--- config.mk ---
export PLATFORM = sky130hd
export DESIGN_NAME = sdc_core
export DESIGN_NICKNAME = d
export VERILOG_FILES = /design/src/core/sdc_pkg.sv /design/src/core/sdc_conv_if.sv /design/src/core/sdc_clk_div.sv /design/src/core/sdc_core.sv
export SDC_FILE = /design/constraint.sdc
export NUM_CORES = 1
export LEC_CHECK = 0
export ABC_CLOCK_PERIOD_IN_PS = 5300
export BUFFER_PORTS_ARGS = -buffer_cell sky130_fd_sc_hd__buf_2
export CAP_MARGIN = 40
export CORE_ASPECT_RATIO = 1.5
export CORE_MARGIN = 2
export CORE_UTILIZATION = 55
export DETAILED_ROUTE_END_ITERATION = 6
export PLACE_DENSITY = 0.75
export REMOVE_ABC_BUFFERS = 1
export SETUP_SLACK_MARGIN = 0.3
export SYNTH_ARGS = -nofsm -noshare
export SYNTH_HDL_FRONTEND = slang
export SYNTH_SLANG_ARGS = --single-unit
--- constraint.sdc ---
create_clock -name clk_i -period 5.3 [get_ports clk_i]
set_input_delay 0.53 -clock clk_i [delete_from_list [all_inputs] [get_ports clk_i]]
set_output_delay 0.53 -clock clk_i [all_outputs]
set_load 0.05 [all_outputs]
--- src/core/sdc_pkg.sv ---
// Package of constants for the data converter control block.
// Assumes an 8-bit register port and a 25 MHz system clock.
package sdc_pkg;
    // -------------------------------------------------------------------------
    // Register offsets
    // -------------------------------------------------------------------------
    localparam logic [2:0] ADDR_CTRL   = 3'h0;
    localparam logic [2:0] ADDR_INPUT  = 3'h1;
    localparam logic [2:0] ADDR_HIGH   = 3'h2;
    localparam logic [2:0] ADDR_LOW    = 3'h3;
    localparam logic [2:0] ADDR_STATUS = 3'h4;
    // -------------------------------------------------------------------------
    // Control register fields
    // -------------------------------------------------------------------------
    localparam int CTRL_POWER_BIT = 7;
    localparam int CTRL_START_BIT = 6;
    localparam int CTRL_LEFT_BIT  = 5;
    localparam int CTRL_DAC_BIT   = 4;
    localparam int CTRL_IREF_BIT  = 3;
    localparam int CTRL_DIV_LSB   = 0;
    localparam int CTRL_DIV_W     = 3;
    localparam logic [7:0] CTRL_RESET  = 8'h00;
    // -------------------------------------------------------------------------
    // Input register fields
    // -------------------------------------------------------------------------
    localparam int IN_CONNECT_BIT = 7;
    localparam int IN_TRG_LSB     = 4;
    localparam int IN_TRG_W       = 2;
    localparam int IN_DIFF_BIT    = 3;
    localparam int IN_CHAN_LSB    = 0;
    localparam int IN_CHAN_W      = 3;
    localparam logic [7:0] INPUT_RESET = 8'h00;
    localparam logic [2:0] MAX_SINGLE_CHAN = 3'h6;
    localparam logic [2:0] MAX_DIFF_PAIR   = 3'h2;
    // -------------------------------------------------------------------------
    // Status register fields
    // -------------------------------------------------------------------------
    localparam int STAT_DONE_BIT = 0;
    localparam int STAT_BUSY_BIT = 1;
    // -------------------------------------------------------------------------
    // Conversion timing
    // -------------------------------------------------------------------------
    localparam int RES_W         = 10;
    localparam int ADC_CYCLES    = 13;
    localparam int DAC_CYCLES    = 11;
    localparam int SAMPLE_CYCLE  = 3;
    localparam int SYS_CLK_HZ    = 25_000_000;
    localparam int CONV_CLK_MAX_HZ = 2_000_000;
    // Least system-clock divide that keeps the converter clock at or below its limit.
    localparam int MIN_DIV = (SYS_CLK_HZ + CONV_CLK_MAX_HZ - 1) / CONV_CLK_MAX_HZ;
    localparam logic [6:0] DIV_BASE = 7'(MIN_DIV);
    typedef enum logic [1:0] {
        SDC_IDLE   = 2'b00,
        SDC_RUN    = 2'b01,
        SDC_FINISH = 2'b10
    } sdc_state_t;
endpackage

--- src/core/sdc_conv_if.sv ---
// Interface joining the control logic and the converter clock divider.
// Assumes both ends share one clock.
`timescale 1ns/100ps
`default_nettype none
interface sdc_conv_if;
    logic       run;
    logic [6:0] div;
    logic       tick;
    modport ctrl (output run, output div, input tick);
    modport gen  (input run, input div, output tick);
endinterface
`default_nettype wire

--- src/core/sdc_clk_div.sv ---
// Converter clock divider producing a one-cycle enable pulse.
// Assumes the divide value is at least one.
`timescale 1ns/100ps
`default_nettype none
module sdc_clk_div
(
    input  wire logic     clk_i,
    input  wire logic     nrst_i,
    sdc_conv_if.gen       cif
);
    import sdc_pkg::*;
    logic [6:0] cnt_q;
    logic       tick_q;
    assign cif.tick = tick_q;
    always_ff @(posedge clk_i or negedge nrst_i)
    begin
        if (!nrst_i)
        begin
            cnt_q  <= 7'h00;
            tick_q <= 1'b0;
        end
        else if (!cif.run)
        begin
            cnt_q  <= 7'h00;
            tick_q <= 1'b0;
        end
        else if (cnt_q + 7'h01 >= cif.div)
        begin
            cnt_q  <= 7'h00;
            tick_q <= 1'b1;
        end
        else
        begin
            cnt_q  <= cnt_q + 7'h01;
            tick_q <= 1'b0;
        end
    end
endmodule // sdc_clk_div
`default_nettype wire

--- src/core/sdc_core.sv ---
// Control and result formatting for a 10-bit successive-approximation converter.
// Assumes an analog front end that answers a compare request each converter tick.
`timescale 1ns/100ps
`default_nettype none
module sdc_core
#(
    parameter int RES_BITS = 10
)
(
    input  wire logic                 clk_i,
    input  wire logic                 nrst_i,
    input  wire logic [2:0]           addr_i,
    input  wire logic [7:0]           wdata_i,
    input  wire logic                 wr_i,
    input  wire logic                 rd_i,
    output logic      [7:0]           rdata_o,
    input  wire logic [2:0]           timer_ovf_i,
    input  wire logic                 cmp_i,
    output logic                      sample_o,
    output logic      [2:0]           chan_o,
    output logic                      diff_o,
    output logic                      connect_o,
    output logic                      int_ref_o,
    output logic                      power_o,
    output logic                      dac_mode_o,
    output logic      [9:0]           trial_o,
    output logic                      done_irq_o
);
    import sdc_pkg::*;

    if (RES_BITS != RES_W)
    begin : g_res_check
        $error("sdc_core supports only a 10-bit engine");
    end

    // -------------------------------------------------------------------------
    // Registers
    // -------------------------------------------------------------------------
    logic [7:0]  ctrl_q;
    logic [7:0]  input_q;
    logic [9:0]  result_q;
    logic [9:0]  dac_data_q;
    logic [9:0]  dac_buf_q;
    logic [9:0]  sar_q;
    logic [9:0]  bit_q;
    logic [3:0]  tick_cnt_q;
    logic        done_q;
    logic        busy_q;
    sdc_state_t  state_q;

    sdc_conv_if cif();

    sdc_clk_div u_div
    (
        .clk_i  (clk_i),
        .nrst_i (nrst_i),
        .cif    (cif)
    );

    logic        is_dac;
    logic        left;
    logic [15:0] aligned;
    logic        trig;
    logic        sw_start;
    logic        tick;
    logic        last_tick;
    logic [3:0]  conv_len;
    logic        power_now;

    assign is_dac   = ctrl_q[CTRL_DAC_BIT];
    assign left     = ctrl_q[CTRL_LEFT_BIT];
    assign tick     = cif.tick;
    assign cif.run  = busy_q;
    // Converter clock is the base divide times a power of two cut to 7 bits; field 7 wraps the divide to 0,
    // a tick every clock, above its limit. An ADC conversion lasts 13 ticks, a DAC one 11.
    assign cif.div  = DIV_BASE << ctrl_q[CTRL_DIV_LSB +: CTRL_DIV_W];
    assign conv_len = is_dac ? 4'(DAC_CYCLES) : 4'(ADC_CYCLES);
    assign last_tick = tick && (tick_cnt_q == conv_len);
    assign power_now = (wr_i && addr_i == ADDR_CTRL) ? wdata_i[CTRL_POWER_BIT]
                                                     : ctrl_q[CTRL_POWER_BIT];

    // Trigger code zero is software only; codes 1 to 3 pick a timer.
    always_comb
    begin
        unique case (input_q[IN_TRG_LSB +: IN_TRG_W])
            2'b00: trig = 1'b0;
            2'b01: trig = timer_ovf_i[0];
            2'b10: trig = timer_ovf_i[1];
            2'b11: trig = timer_ovf_i[2];
        endcase
    end

    assign sw_start = wr_i && (addr_i == ADDR_CTRL) && wdata_i[CTRL_START_BIT];

    // Result alignment.
    always_comb
    begin
        if (left)
        begin
            aligned = {result_q, 6'h00};
        end
        else
        begin
            aligned = {{6{result_q[9]}}, result_q};
        end
    end

    // -------------------------------------------------------------------------
    // Configuration registers
    // -------------------------------------------------------------------------
    always_ff @(posedge clk_i or negedge nrst_i)
    begin
        if (!nrst_i)
        begin
            ctrl_q  <= CTRL_RESET;
            input_q <= INPUT_RESET;
        end
        else
        begin
            if (wr_i && addr_i == ADDR_CTRL)
            begin
                ctrl_q <= wdata_i & ~(8'h01 << CTRL_START_BIT);
            end
            if (wr_i && addr_i == ADDR_INPUT && !busy_q)
            begin
                input_q <= wdata_i;
            end
        end
    end

    // DAC data is writable only in DAC mode.
    always_ff @(posedge clk_i or negedge nrst_i)
    begin
        if (!nrst_i)
        begin
            dac_data_q <= 10'h000;
        end
        else if (wr_i && is_dac)
        begin
            if (addr_i == ADDR_HIGH)
            begin
                dac_data_q[9:2] <= left ? wdata_i : {wdata_i[1:0], dac_data_q[7:2]};
            end
            else if (addr_i == ADDR_LOW)
            begin
                dac_data_q[1:0] <= left ? wdata_i[7:6] : wdata_i[1:0];
                if (!left)
                begin
                    dac_data_q[9:2] <= {dac_data_q[9:8], wdata_i[7:2]};
                end
            end
        end
    end

    // -------------------------------------------------------------------------
    // Conversion sequencer
    // -------------------------------------------------------------------------
    always_ff @(posedge clk_i or negedge nrst_i)
    begin
        if (!nrst_i)
        begin
            state_q    <= SDC_IDLE;
            busy_q     <= 1'b0;
            tick_cnt_q <= 4'h0;
            sar_q      <= 10'h000;
            bit_q      <= 10'h000;
            dac_buf_q  <= 10'h000;
            result_q   <= 10'h000;
            sample_o   <= 1'b0;
        end
        else
        begin
            sample_o <= 1'b0;
            unique case (state_q)
                SDC_IDLE:
                begin
                    if (power_now && (sw_start || trig))
                    begin
                        busy_q     <= 1'b1;
                        state_q    <= SDC_RUN;
                        tick_cnt_q <= 4'h1;
                        dac_buf_q  <= dac_data_q;
                        sar_q      <= 10'h000;
                        bit_q      <= 10'h200;
                    end
                end
                SDC_RUN:
                begin
                    if (tick)
                    begin
                        tick_cnt_q <= tick_cnt_q + 4'h1;
                        if (!is_dac && tick_cnt_q == 4'(SAMPLE_CYCLE))
                        begin
                            sample_o <= 1'b1;
                        end
                        // Bit trials follow the sample in ADC mode and start at
                        // once in DAC mode.
                        if (bit_q != 10'h000 &&
                            (is_dac ? tick_cnt_q >= 4'h1 : tick_cnt_q > 4'(SAMPLE_CYCLE)))
                        begin
                            if (!is_dac && cmp_i)
                            begin
                                sar_q <= sar_q | bit_q;
                            end
                            else if (is_dac)
                            begin
                                sar_q <= dac_buf_q & (sar_q | bit_q | (bit_q - 10'h001));
                            end
                            bit_q <= bit_q >> 1;
                        end
                        if (last_tick)
                        begin
                            state_q <= SDC_FINISH;
                        end
                    end
                end
                SDC_FINISH:
                begin
                    if (!is_dac)
                    begin
                        // Sign bit is the top trial bit inverted, giving two's complement.
                        result_q <= {~sar_q[9], sar_q[8:0]};
                    end
                    busy_q  <= 1'b0;
                    state_q <= SDC_IDLE;
                end
                default:
                begin
                    state_q <= SDC_IDLE;
                end
            endcase
        end
    end

    // Done flag: set wins over a software clear in the same cycle.
    always_ff @(posedge clk_i or negedge nrst_i)
    begin
        if (!nrst_i)
        begin
            done_q <= 1'b0;
        end
        else if (state_q == SDC_FINISH)
        begin
            done_q <= 1'b1;
        end
        else if (wr_i && addr_i == ADDR_STATUS && wdata_i[STAT_DONE_BIT])
        begin
            done_q <= 1'b0;
        end
    end

    // -------------------------------------------------------------------------
    // Read port
    // -------------------------------------------------------------------------
    always_ff @(posedge clk_i or negedge nrst_i)
    begin
        if (!nrst_i)
        begin
            rdata_o <= 8'h00;
        end
        else if (rd_i)
        begin
            unique case (addr_i)
                ADDR_CTRL:   rdata_o <= ctrl_q | ({7'h00, busy_q} << CTRL_START_BIT);
                ADDR_INPUT:  rdata_o <= input_q;
                ADDR_HIGH:   rdata_o <= is_dac ? 8'h00 : aligned[15:8];
                ADDR_LOW:    rdata_o <= is_dac ? 8'h00 : aligned[7:0];
                ADDR_STATUS: rdata_o <= {6'h00, busy_q, done_q};
                default:     rdata_o <= 8'h00;
            endcase
        end
        else
        begin
            rdata_o <= 8'h00;
        end
    end

    // -------------------------------------------------------------------------
    // Analog front-end controls
    // -------------------------------------------------------------------------
    always_ff @(posedge clk_i or negedge nrst_i)
    begin
        if (!nrst_i)
        begin
            chan_o     <= 3'h0;
            diff_o     <= 1'b0;
            connect_o  <= 1'b0;
            int_ref_o  <= 1'b0;
            power_o    <= 1'b0;
            dac_mode_o <= 1'b0;
            trial_o    <= 10'h000;
            done_irq_o <= 1'b0;
        end
        else
        begin
            diff_o <= input_q[IN_DIFF_BIT];
            // Out-of-range channel codes clamp to the last legal one.
            if (input_q[IN_DIFF_BIT])
            begin
                chan_o <= (input_q[2:0] > MAX_DIFF_PAIR) ? MAX_DIFF_PAIR : input_q[2:0];
            end
            else
            begin
                chan_o <= (input_q[2:0] > MAX_SINGLE_CHAN) ? MAX_SINGLE_CHAN : input_q[2:0];
            end
            connect_o  <= input_q[IN_CONNECT_BIT];
            int_ref_o  <= ctrl_q[CTRL_IREF_BIT];
            power_o    <= ctrl_q[CTRL_POWER_BIT];
            dac_mode_o <= is_dac;
            trial_o    <= sar_q | bit_q;
            done_irq_o <= done_q;
        end
    end
endmodule // sdc_core
`default_nettype wire

# Word level (Yosys, flattened, before mapping)
# Index checks and enable logic that the tools add are counted.
# W data, S select, Z words.
[op_classes]
add_sub_neg = 3
magnitude_cmp = 5
eq_ne = 18
shifts = 1
muxes = 45
bitwise = 7
reduce_logical = 33
[op_table]
columns = ["op", "count"]
rows = [
  ["$mux W10", 9],
  ["$mux W8", 5],
  ["$pmux W10 S2", 2],
  ["$pmux W8 S5", 1],
  ["$or A10 B10 Y10", 2],
  ["$mux W15", 1],
  ["$mux W7", 2],
  ["$logic_and A1 B1 Y1", 12],
  ["$mux W3", 4],
  ["$and A10 B10 Y10", 1],
  ["$mux W1", 10],
  ["$reduce_bool A10 Y1", 1],
  ["$sub A10 B1 Y10 const B", 1],
  ["$reduce_and A3 Y1", 3],
  ["$mux W2", 4],
  ["$mux W4", 2],
  ["$ne A2 B2 Y1 const B", 4],
  ["$or A8 B7 Y8", 1],
  ["$pmux W4 S2", 1],
  ["$reduce_and A2 Y1", 4],
  ["$reduce_and A4 Y1", 2],
  ["$reduce_bool A2 Y1", 4],
  ["$add A7 B1 Y7 const B", 1],
  ["$ge A7 B7 Y1", 1],
  ["other kinds (25)", 34],
]
[totals]
reg_bits = 109
in_bits = 19
output_inout_bits = 28
word_cells = 137

# Logic depth before layout (Yosys ltp)
# Gate-level depths: netlist of the first run.
[logic_depth]
depth_word = 8
depth_mapped = 10
ltp_nobuf = 10

# Hierarchy
# From an unflattened synthesis of the first run, not the netlist that was laid out.
[hier_totals]
cells_unflattened = 440
hier_area_um2 = 5121.2
[by_module_without_submodules]
columns = ["mod", "n_inst", "cells_per_inst", "area_per_inst_um2", "seq_area_each_um2"]
rows = [
  ["sdc_core", 1, 388, 4570.6, 2527.4],
  ["sdc_clk_div", 1, 52, 550.5, 200.2],
]

# Worst setup path before layout of the first run
# No wires, ideal clock.
[synth_timing]
path_kind = "flip-flop to flip-flop"
start = "reg u_div.cnt_q[0]"
end = "reg u_div.cnt_q[2]"
setup_time_ns = 0.075
arrival_ns = 2.057
required_ns = 5.225
slack_ns = 3.168
stages_incl_launch_ff = 10
n_path_buf = 0
period_less_slack_ns = 2.132
cell_sequence = "dfrtp_1 -> ha_1 -> nand3_1 -> nor2_1 -> xor2_1 -> ha_1 -> and3_1 -> a221oi_1 -> o211ai_1 -> nor2b_1"
[synth_via]
elab_chain_len = 4
[synth_lines]
columns = ["item", "line_no", "text"]
rows = [
  ["from (decl)", "sdc_clk_div.sv:12", "logic [6:0] cnt_q;"],
  ["from (signal assigned)", "sdc_clk_div.sv:34", "cnt_q <= cnt_q + 7'h01;"],
  ["$add A7 B1 Y7 (*)", "sdc_clk_div.sv:27, sdc_clk_div.sv:34", ""],
  ["$ge A7 B7 Y1", "sdc_clk_div.sv:27", "else if (cnt_q + 7'h01 >= cif.div)"],
  ["$mux W7 (*)", "sdc_clk_div.sv:27", ""],
  ["$mux W7 (*)", "sdc_clk_div.sv:22", "else if (!cif.run)"],
]
# Every way passes the cells marked *; elsewhere a longest branch is shown, timed or not.
# A chain may end at the register's enable or synchronous reset.

# Final worst setup path of the first run
[layout_timing]
start = "reg u_div.cnt_q[0]"
end = "reg u_div.cnt_q[3]"
# Same word-level chain as after synthesis.

==> impl_metrics.py, run 1 <==
metrics = {
    "status": {
        "outcome": "finished, final reports clean",
    },
    "yosys": {
        "synth_area_sq_um": 5240,
        "yosys_warnings": 0,
        "synth_common_cells": "dfrtp_1, nand2_1, mux2_2",
        "synth_edf_count": 0,
        "synth_seq_cells": 109,
        "yosysSeqAreaShare": 0.521,
        "yosysTopAreaCell": "dfrtp_1",
        "yosys-top-cells-area": "dfrtp_1, mux2_2, ha_1",
        "synth.distinct_cells": 52,
        "synthArstFlopShare": 1.00,
        "synth_ff_type": "dfrtp_1",
        "yosysTopAreaCellShare": 0.521,
        "synth.most_common_cell": "dfrtp_1",
        "syn-mean-instance-area_sq_um": 11.3,
        "synthCells": 462,
    },
    "global_routing": {
        "grt_start_max_net_pins": 66,
        "grt_pass1_vias": 3713,
        "track_usage": 0.229,
        "grt_util_met1": 0.263,
        "busiest_layer": "met2",
        "grtUsageMet2": 0.404,
        "gr-usage-met3": 0.0327,
        "antenna_found_initial": 0,
        "grt_overflow_total": 0,
        "grt_pass1_wl_um": 18300,
    },
    "clock_network": {
        "clock-sinks": 109,
        "insertion_delay_ns": 0.35,
        "clkTransAtPathRegs_ns": 0.07,
        "postCtsSetupBuffers": 0,
        "postCtsResizedCells": 0,
        "hold_buffers": 0,
        "numCtsBuffers": 9,
        "cts_buffer_depth": 2,
        "clockRootBuffer": "clkbuf_16",
        "h-tree-depth": 3,
        "cts_tree": "done",
    },
    "sta": {
        "relSlewSlack": 0.412,
        "setup_viol_count_final": 0,
        "layout_min_cycle_time_ns": 2.48,
        "setup_tns_ns": 0,
        "setup_ws_ns": 2.82,
        "drv_slew": 0,
        "finalHoldViolCount": 0,
        "clock.fmax_ghz": 0.403,
        "worst_pin_slew_ns": 0.880,
        "rsz0062_at_grt": "no",
        "skew_ns": 0.00537,
        "period_share": 0.468,
    },
    "die": {
        "die_x_um": 83.7,
        "chipHeight_um": 124,
        "core_sq_um": 9250,
        "ios": 47,
        "rows": 43,
        "initial_core_util": 0.566,
        "die-area_sq_um": 10300,
    },
    "worst_setup_path": {
        "arrival_ns": 2.76,
        "path_class": "register to register",
        "end_kind": "register",
        "start_kind": "register",
        "worstPathRequired_ns": 5.57,
        "path_max_fanout": 7,
    },
    "placement": {
        "io_buffers": 46,
        "pre_cts_ws_ns": 2.66,
        "place_congestion": 0.832,
        "dp_hpwl_um": 7990,
    },
    "pwr": {
        "p_per_area_nw_per_um2": 559,
        "irDropWorstVdd_uv": 302,
        "leakagePower_uw": 0.00284,
    },
    "drt": {
        "drc": 0,
        "avgRoutedWirePerCell_um": 17.7,
        "dr.pass1.iters": 4,
        "vias": 3550,
        "drtIter0Drc": 176,
        "detail_route.vias_per_cell": 5.75,
        "wirelength_um": 10900,
        "postRouteAntennaNets": 0,
    },
    "final_layout": {
        "drive_gt1_frac": 0.253,
        "area_growth_syn_to_layout_pct": 11.1,
        "seq_area_sq_um": 2730,
        "diodes": 0,
        "nets": 536,
        "fillers": 734,
        "multi_input_area_sq_um": 2320,
    },
    "job": {
        "maxCapViolCount": 0,
    },
    "worst_hold_path": {
        "min_path_type": "input pin to asynchronous set/reset pin",
    },
}
==> placed cells by master (no fill, tap or decap), drive strengths merged, types with 2 or more instances in the layout <==
master,synthesis,final
xor2,4,4
dfrtp,109,109
o22ai,17,17
nand2b,6,6
o21ai,16,16
nor4b,3,3
nor2b,13,13
clkbuf,12,13
a22oi,10,10
mux2,43,43
inv,23,23
nand2,45,45
or2,5,5
clkinv,0,2
a21oi,24,24
ha,17,17
a21o,6,6
and2,4,4
nand4,4,4
nor3,2,2
mux2i,19,19
nand3,8,8
a22o,3,3
buf,9,48
and3,4,4
o211ai,2,2
xnor2,4,4
nand3b,2,2
nor2,31,31
nor4,4,4
==> layout make-up <==
class,instances,share of cell area
Tap cell,112,0.0241
Inverter,23,0.0148
Clock inverter,3,0.00752
Clock buffer,13,0.0447
Multi-Input combinational cell,309,0.398
Sequential cell,109,0.469
Timing Repair Buffer,48,0.0426
==> final timing paths <==
path,startpoint,end,slack [ns],cells after the start
max,u_div.cnt_q[0],u_div.cnt_q[3],2.82,9
min,nrst_i,u_div.cnt_q[3],0.26,1
max reg2reg,u_div.cnt_q[0],u_div.cnt_q[3],2.82,9
min reg2reg,done_q,done_irq_o,0.41,0
max in group asynchronous,nrst_i,dac_data_q[9],3.95,2
min in group clk_i,done_q,done_irq_o,0.41,0
==> routing by layer <==
layer	vias up	part of all wire
li1	1693	-
met1	1749	0.39
met2	82	0.53
met3	26	0.037
met4	0	0.040
met5	-	0
==> cell families after synthesis <==
group / share of synthesized area
adder cells (fa/ha/maj): 0.0406
buffers and inverters: 0.0373
AND/OR/NAND/NOR: 0.134
flip-flops: 0.521
multiplexers: 0.134
XOR/XNOR: 0.0134
AO/OA/AOI/OAI: 0.119
==> worst max-delay path, stage by stage, from the launching register on <==
cell	delay (ns)
dfrtp_1	0.41
ha_1	0.22
nand3_1	0.12
nor2_1	0.15
xor2_1	0.20
ha_1	0.26
and3_1	0.19
a221oi_1	0.34
o211ai_1	0.30
nor2b_1	0.21
==> registers in the layout, summed over array words and instances (netlist names), 2 cells and up <==
| register | count |
|---|---|
| sar_q | 10 |
| tick_cnt_q | 4 |
| dac_data_q | 10 |
| ctrl_q | 7 |
| result_q | 10 |
| input_q | 8 |
| bit_q | 10 |
| chan_o | 3 |
| rdata_o | 8 |
| trial_o | 10 |
| dac_buf_q | 10 |
| state_q | 2 |
| u_div.cnt_q | 7 |
==> power breakdown <==
group | total, uW | internal (uW) | switching [uW]
sequential | 1410 | 1140 | 266
combinational | 1160 | 470 | 694
clock | 685 | 393 | 292
total | 3260 | 2000 | 1250
==> stage by stage <==
stage          hold WS, ns  area, sq um  utilization  total power (uW)  std cells
6_report             0.262         5820        0.629              3260        617
4_1_cts              0.297         5820        0.629              3280        617
5_1_grt              0.339         5820        0.629              3470        617
3_3_place_gp         0.382         5520        0.596              2530        601
3_5_place_dp         0.395         5520        0.596              2580        601
2_1_floorplan        0.234         5130            -              2240        441
No activity file was read; power rests on OpenSTA's default activity.
==> run 2, diff against run 1 <==
Settings changed: ABC_AREA set to 1, ABC_CLOCK_PERIOD_IN_PS 5300 to 2300.
Clock period 5.3 ns to 2.3 ns, I/O delays scaled along.
==> run 2 against run 1 <==
- clock power increased by 130%
- synthesized cell count is 28% higher
- register-to-register slack lost 2.8 ns
- maximum frequency rose by 11%
- non-clock buffer count grew 14
- routed wire length increased by 13%
- flip-flop and latch count unchanged
- utilization increased by 2.4 points
- combinational power increased by 100%
- count of clock-buffer cells in the layout shrank 3
- sequential power rose by 96%
- critical path type unchanged
==> impl_metrics.py, run 2 <==
metrics = {
    "final_layout": {
        "fin_area_sq_um": 6040,
        "final_common_cell": "nand2_1",
        "drive_gt1_frac": 0.222,
        "area_growth_syn_to_layout_pct": 15.7,
        "final_cell_mix": "nand2_1, dfrtp_1, inv_1",
        "diodes": 0,
        "nets": 683,
    },
    "die": {
        "rows": 43,
        "initial_core_util": 0.564,
        "ios": 47,
        "die-area_sq_um": 10300,
        "die_x_um": 83.6,
        "chipHeight_um": 123,
        "core_sq_um": 9250,
    },
    "clock_network": {
        "cts_buffer_depth": 2,
        "h-tree-depth": 3,
        "insertion_delay_ns": 0.36,
        "cts_tree": "done",
        "clockRootBuffer": "clkbuf_16",
        "clkTransAtPathRegs_ns": 0.08,
        "numCtsBuffers": 9,
        "clock-sinks": 109,
    },
    "worst_setup_path": {
        "arrival_ns": 2.48,
        "r2r_end": "u_div.cnt_q[0]",
        "path_max_fanout": 7,
        "r2r_slack_ns": 0.06,
        "end_kind": "register",
        "crit_slowest_cell": "dfrtp_1",
        "cp_top_family": "simple AND/OR/NAND/NOR gates",
        "crit_buf_inv": 1,
        "worstPathRequired_ns": 2.54,
        "path_class": "register to register",
        "max_stage_delay_ns": 0.35,
        "start_kind": "register",
        "rr_startpoint": "u_div.cnt_q[0]",
        "reg2reg_depth": 13,
        "critical_path.cell_chain": "ha_2 > nand3_2 > nand3b_1 > xor2_1 > inv_1 > ha_4 > nand2_4 > nor2_4 > nand2_2 > a21oi_2 > nor2_1 > nand2_2 > nor2_1",
    },
    "sta": {
        "layout_min_cycle_time_ns": 2.24,
        "drv_slew": 0,
        "finalHoldViolCount": 0,
        "setup_tns_ns": 0,
        "setup_ws_ns": 0.0579,
        "clock.fmax_ghz": 0.446,
        "period_share": 0.975,
        "rsz0062_at_grt": "yes",
        "relSlewSlack": 0.550,
        "worst_pin_slew_ns": 0.675,
        "setup_viol_count_final": 0,
        "skew_ns": 0.0108,
    },
    "worst_hold_path": {
        "hp-start": "wdata_i[5]",
        "hold_depth": 3,
        "min_path_type": "input pin to register",
        "hold_end": "input_q[5]",
    },
    "placement": {
        "pre_cts_ws_ns": -0.0737,
        "place_congestion": 0.909,
        "placed_area_sq_um": 5560,
        "io_buffers": 46,
        "dp_hpwl_um": 8820,
    },
    "drt": {
        "drtIter0Drc": 285,
        "met2_length_um": 6540,
        "postRouteAntennaNets": 0,
        "topRoutingLayerUsed": "met4",
        "dr.pass1.iters": 5,
        "wl_met1_um": 4600,
        "vias": 4196,
        "wl_met3_um": 505,
        "wirelength_um": 12300,
        "drc": 0,
        "detail_route.vias_per_cell": 5.49,
        "avgRoutedWirePerCell_um": 16.1,
    },
    "global_routing": {
        "grt_start_max_net_pins": 48,
        "grt_pass1_vias": 4172,
        "antenna_found_initial": 0,
        "track_usage": 0.250,
        "grt_overflow_total": 0,
        "grt_pass1_wl_um": 20000,
    },
    "yosys": {
        "yosys_warnings": 0,
        "synth.most_common_cell": "nand2_1",
        "synth_ff_type": "dfrtp_1",
        "synthCells": 590,
        "syn-mean-instance-area_sq_um": 8.85,
        "synth.distinct_cells": 40,
        "yosysTopAreaCell": "dfrtp_1",
        "yosys-top-cells-area": "dfrtp_1, nand2_1, o21ai_0",
        "synth_area_sq_um": 5220,
        "synth_common_cells": "nand2_1, dfrtp_1, inv_1",
        "synth_edf_count": 0,
        "synth_seq_cells": 109,
        "yosysTopAreaCellShare": 0.522,
        "synthArstFlopShare": 1.00,
        "yosysSeqAreaShare": 0.522,
    },
    "pwr": {
        "p_per_area_nw_per_um2": 1100,
        "finalPower_uw": 6670,
        "irDropWorstVdd_uv": 821,
        "leakagePower_uw": 0.00313,
    },
    "status": {
        "outcome": "finished, final reports clean",
    },
    "job": {
        "maxCapViolCount": 0,
    },
}
run 2: cell types whose count changed after synthesis, sizes merged, moves of 13 or more:
| cell | before | now |
|---|---|---|
| mux2i | 19 | 1 |
| o21ai | 16 | 75 |
| nor2 | 31 | 52 |
| nand2 | 45 | 143 |
| inv | 23 | 76 |
| mux2 | 43 | 7 |
| nor2b | 13 | 0 |
run 2: kinds of logic (layout without fill, tap and decap cells):
| kind of cell | Yosys count | count (layout) | share of synthesized area |
|---|---|---|---|
| XOR/XNOR | 7 | 7 | 0.0117 |
| AO/OA/AOI/OAI | 122 | 122 | 0.133 |
| adder cells (fa/ha/maj) | 17 | 17 | 0.0407 |
| buffers and inverters | 92 | 154 | 0.0721 |
| multiplexers | 8 | 8 | 0.0170 |
| flip-flops | 109 | 109 | 0.522 |
| AND/OR/NAND/NOR | 235 | 235 | 0.203 |
run 2: timing repair:
| action | 4_1_cts | 5_1_grt |
|---|---|---|
| hold buffers | 1 | 0 |
| pin swaps | 12 | 13 |
| endpoints found under the setup margin | 8 | 15 |
| endpoints found under the hold margin | 44 | 0 |
| setup buffers | 6 | 3 |
| resized for setup | 9 | 21 |
run 2: worst max-delay path by stage:
stage                         from              to  slack [ns]  depth (start not counted)
finish              u_div.cnt_q[0]  u_div.cnt_q[0]        0.06                         13
global placement    u_div.cnt_q[0]  u_div.cnt_q[0]        0.12                         13
CTS                 u_div.cnt_q[1]  u_div.cnt_q[3]        0.11                         13
detailed placement  u_div.cnt_q[0]  u_div.cnt_q[6]       -0.07                         13
global route        u_div.cnt_q[1]  u_div.cnt_q[6]       -0.05                         13
floorplan           u_div.cnt_q[0]  u_div.cnt_q[0]        0.26                         13
run 2: power by group:
part	internal (uW)	leakage, uW	switching [uW]
Combinational	735	0.00154	1590
Sequential	2400	0.00145	370
Clock	855	0.000140	727
run 2: area by class of cell:
cell class,count,area [sq um]
flip-flops and latches,109,2730
inverters,76,285
repair buffers,62,368
multi-input cells,389,2220
fillers,759,3210
well taps,112,140
clock buffers,10,229
clock inverters,6,71.3
run 2: through the flow:
stage | hold WS [ns] | util | cells
2_1_floorplan | -0.0656 | - | 574
6_report | 0.165 | 0.653 | 764
4_1_cts | 0.165 | 0.643 | 761
5_1_grt | 0.184 | 0.653 | 764
3_3_place_gp | 0.273 | 0.601 | 738
3_5_place_dp | 0.289 | 0.601 | 738
run 2: routing by layer:
layer / vias up / GRT usage
met4: 0 / 0.140
met3: 48 / 0.0467
li1: 2030 / -
met1: 1991 / 0.271
met5: - / 0
met2: 127 / 0.461
run 2: worst min-delay path, delay by kind of cell:
family,cells,cell delay [ns]
AOI/OAI and AO/OA,1,0.12
buffers and inverters,2,0.14
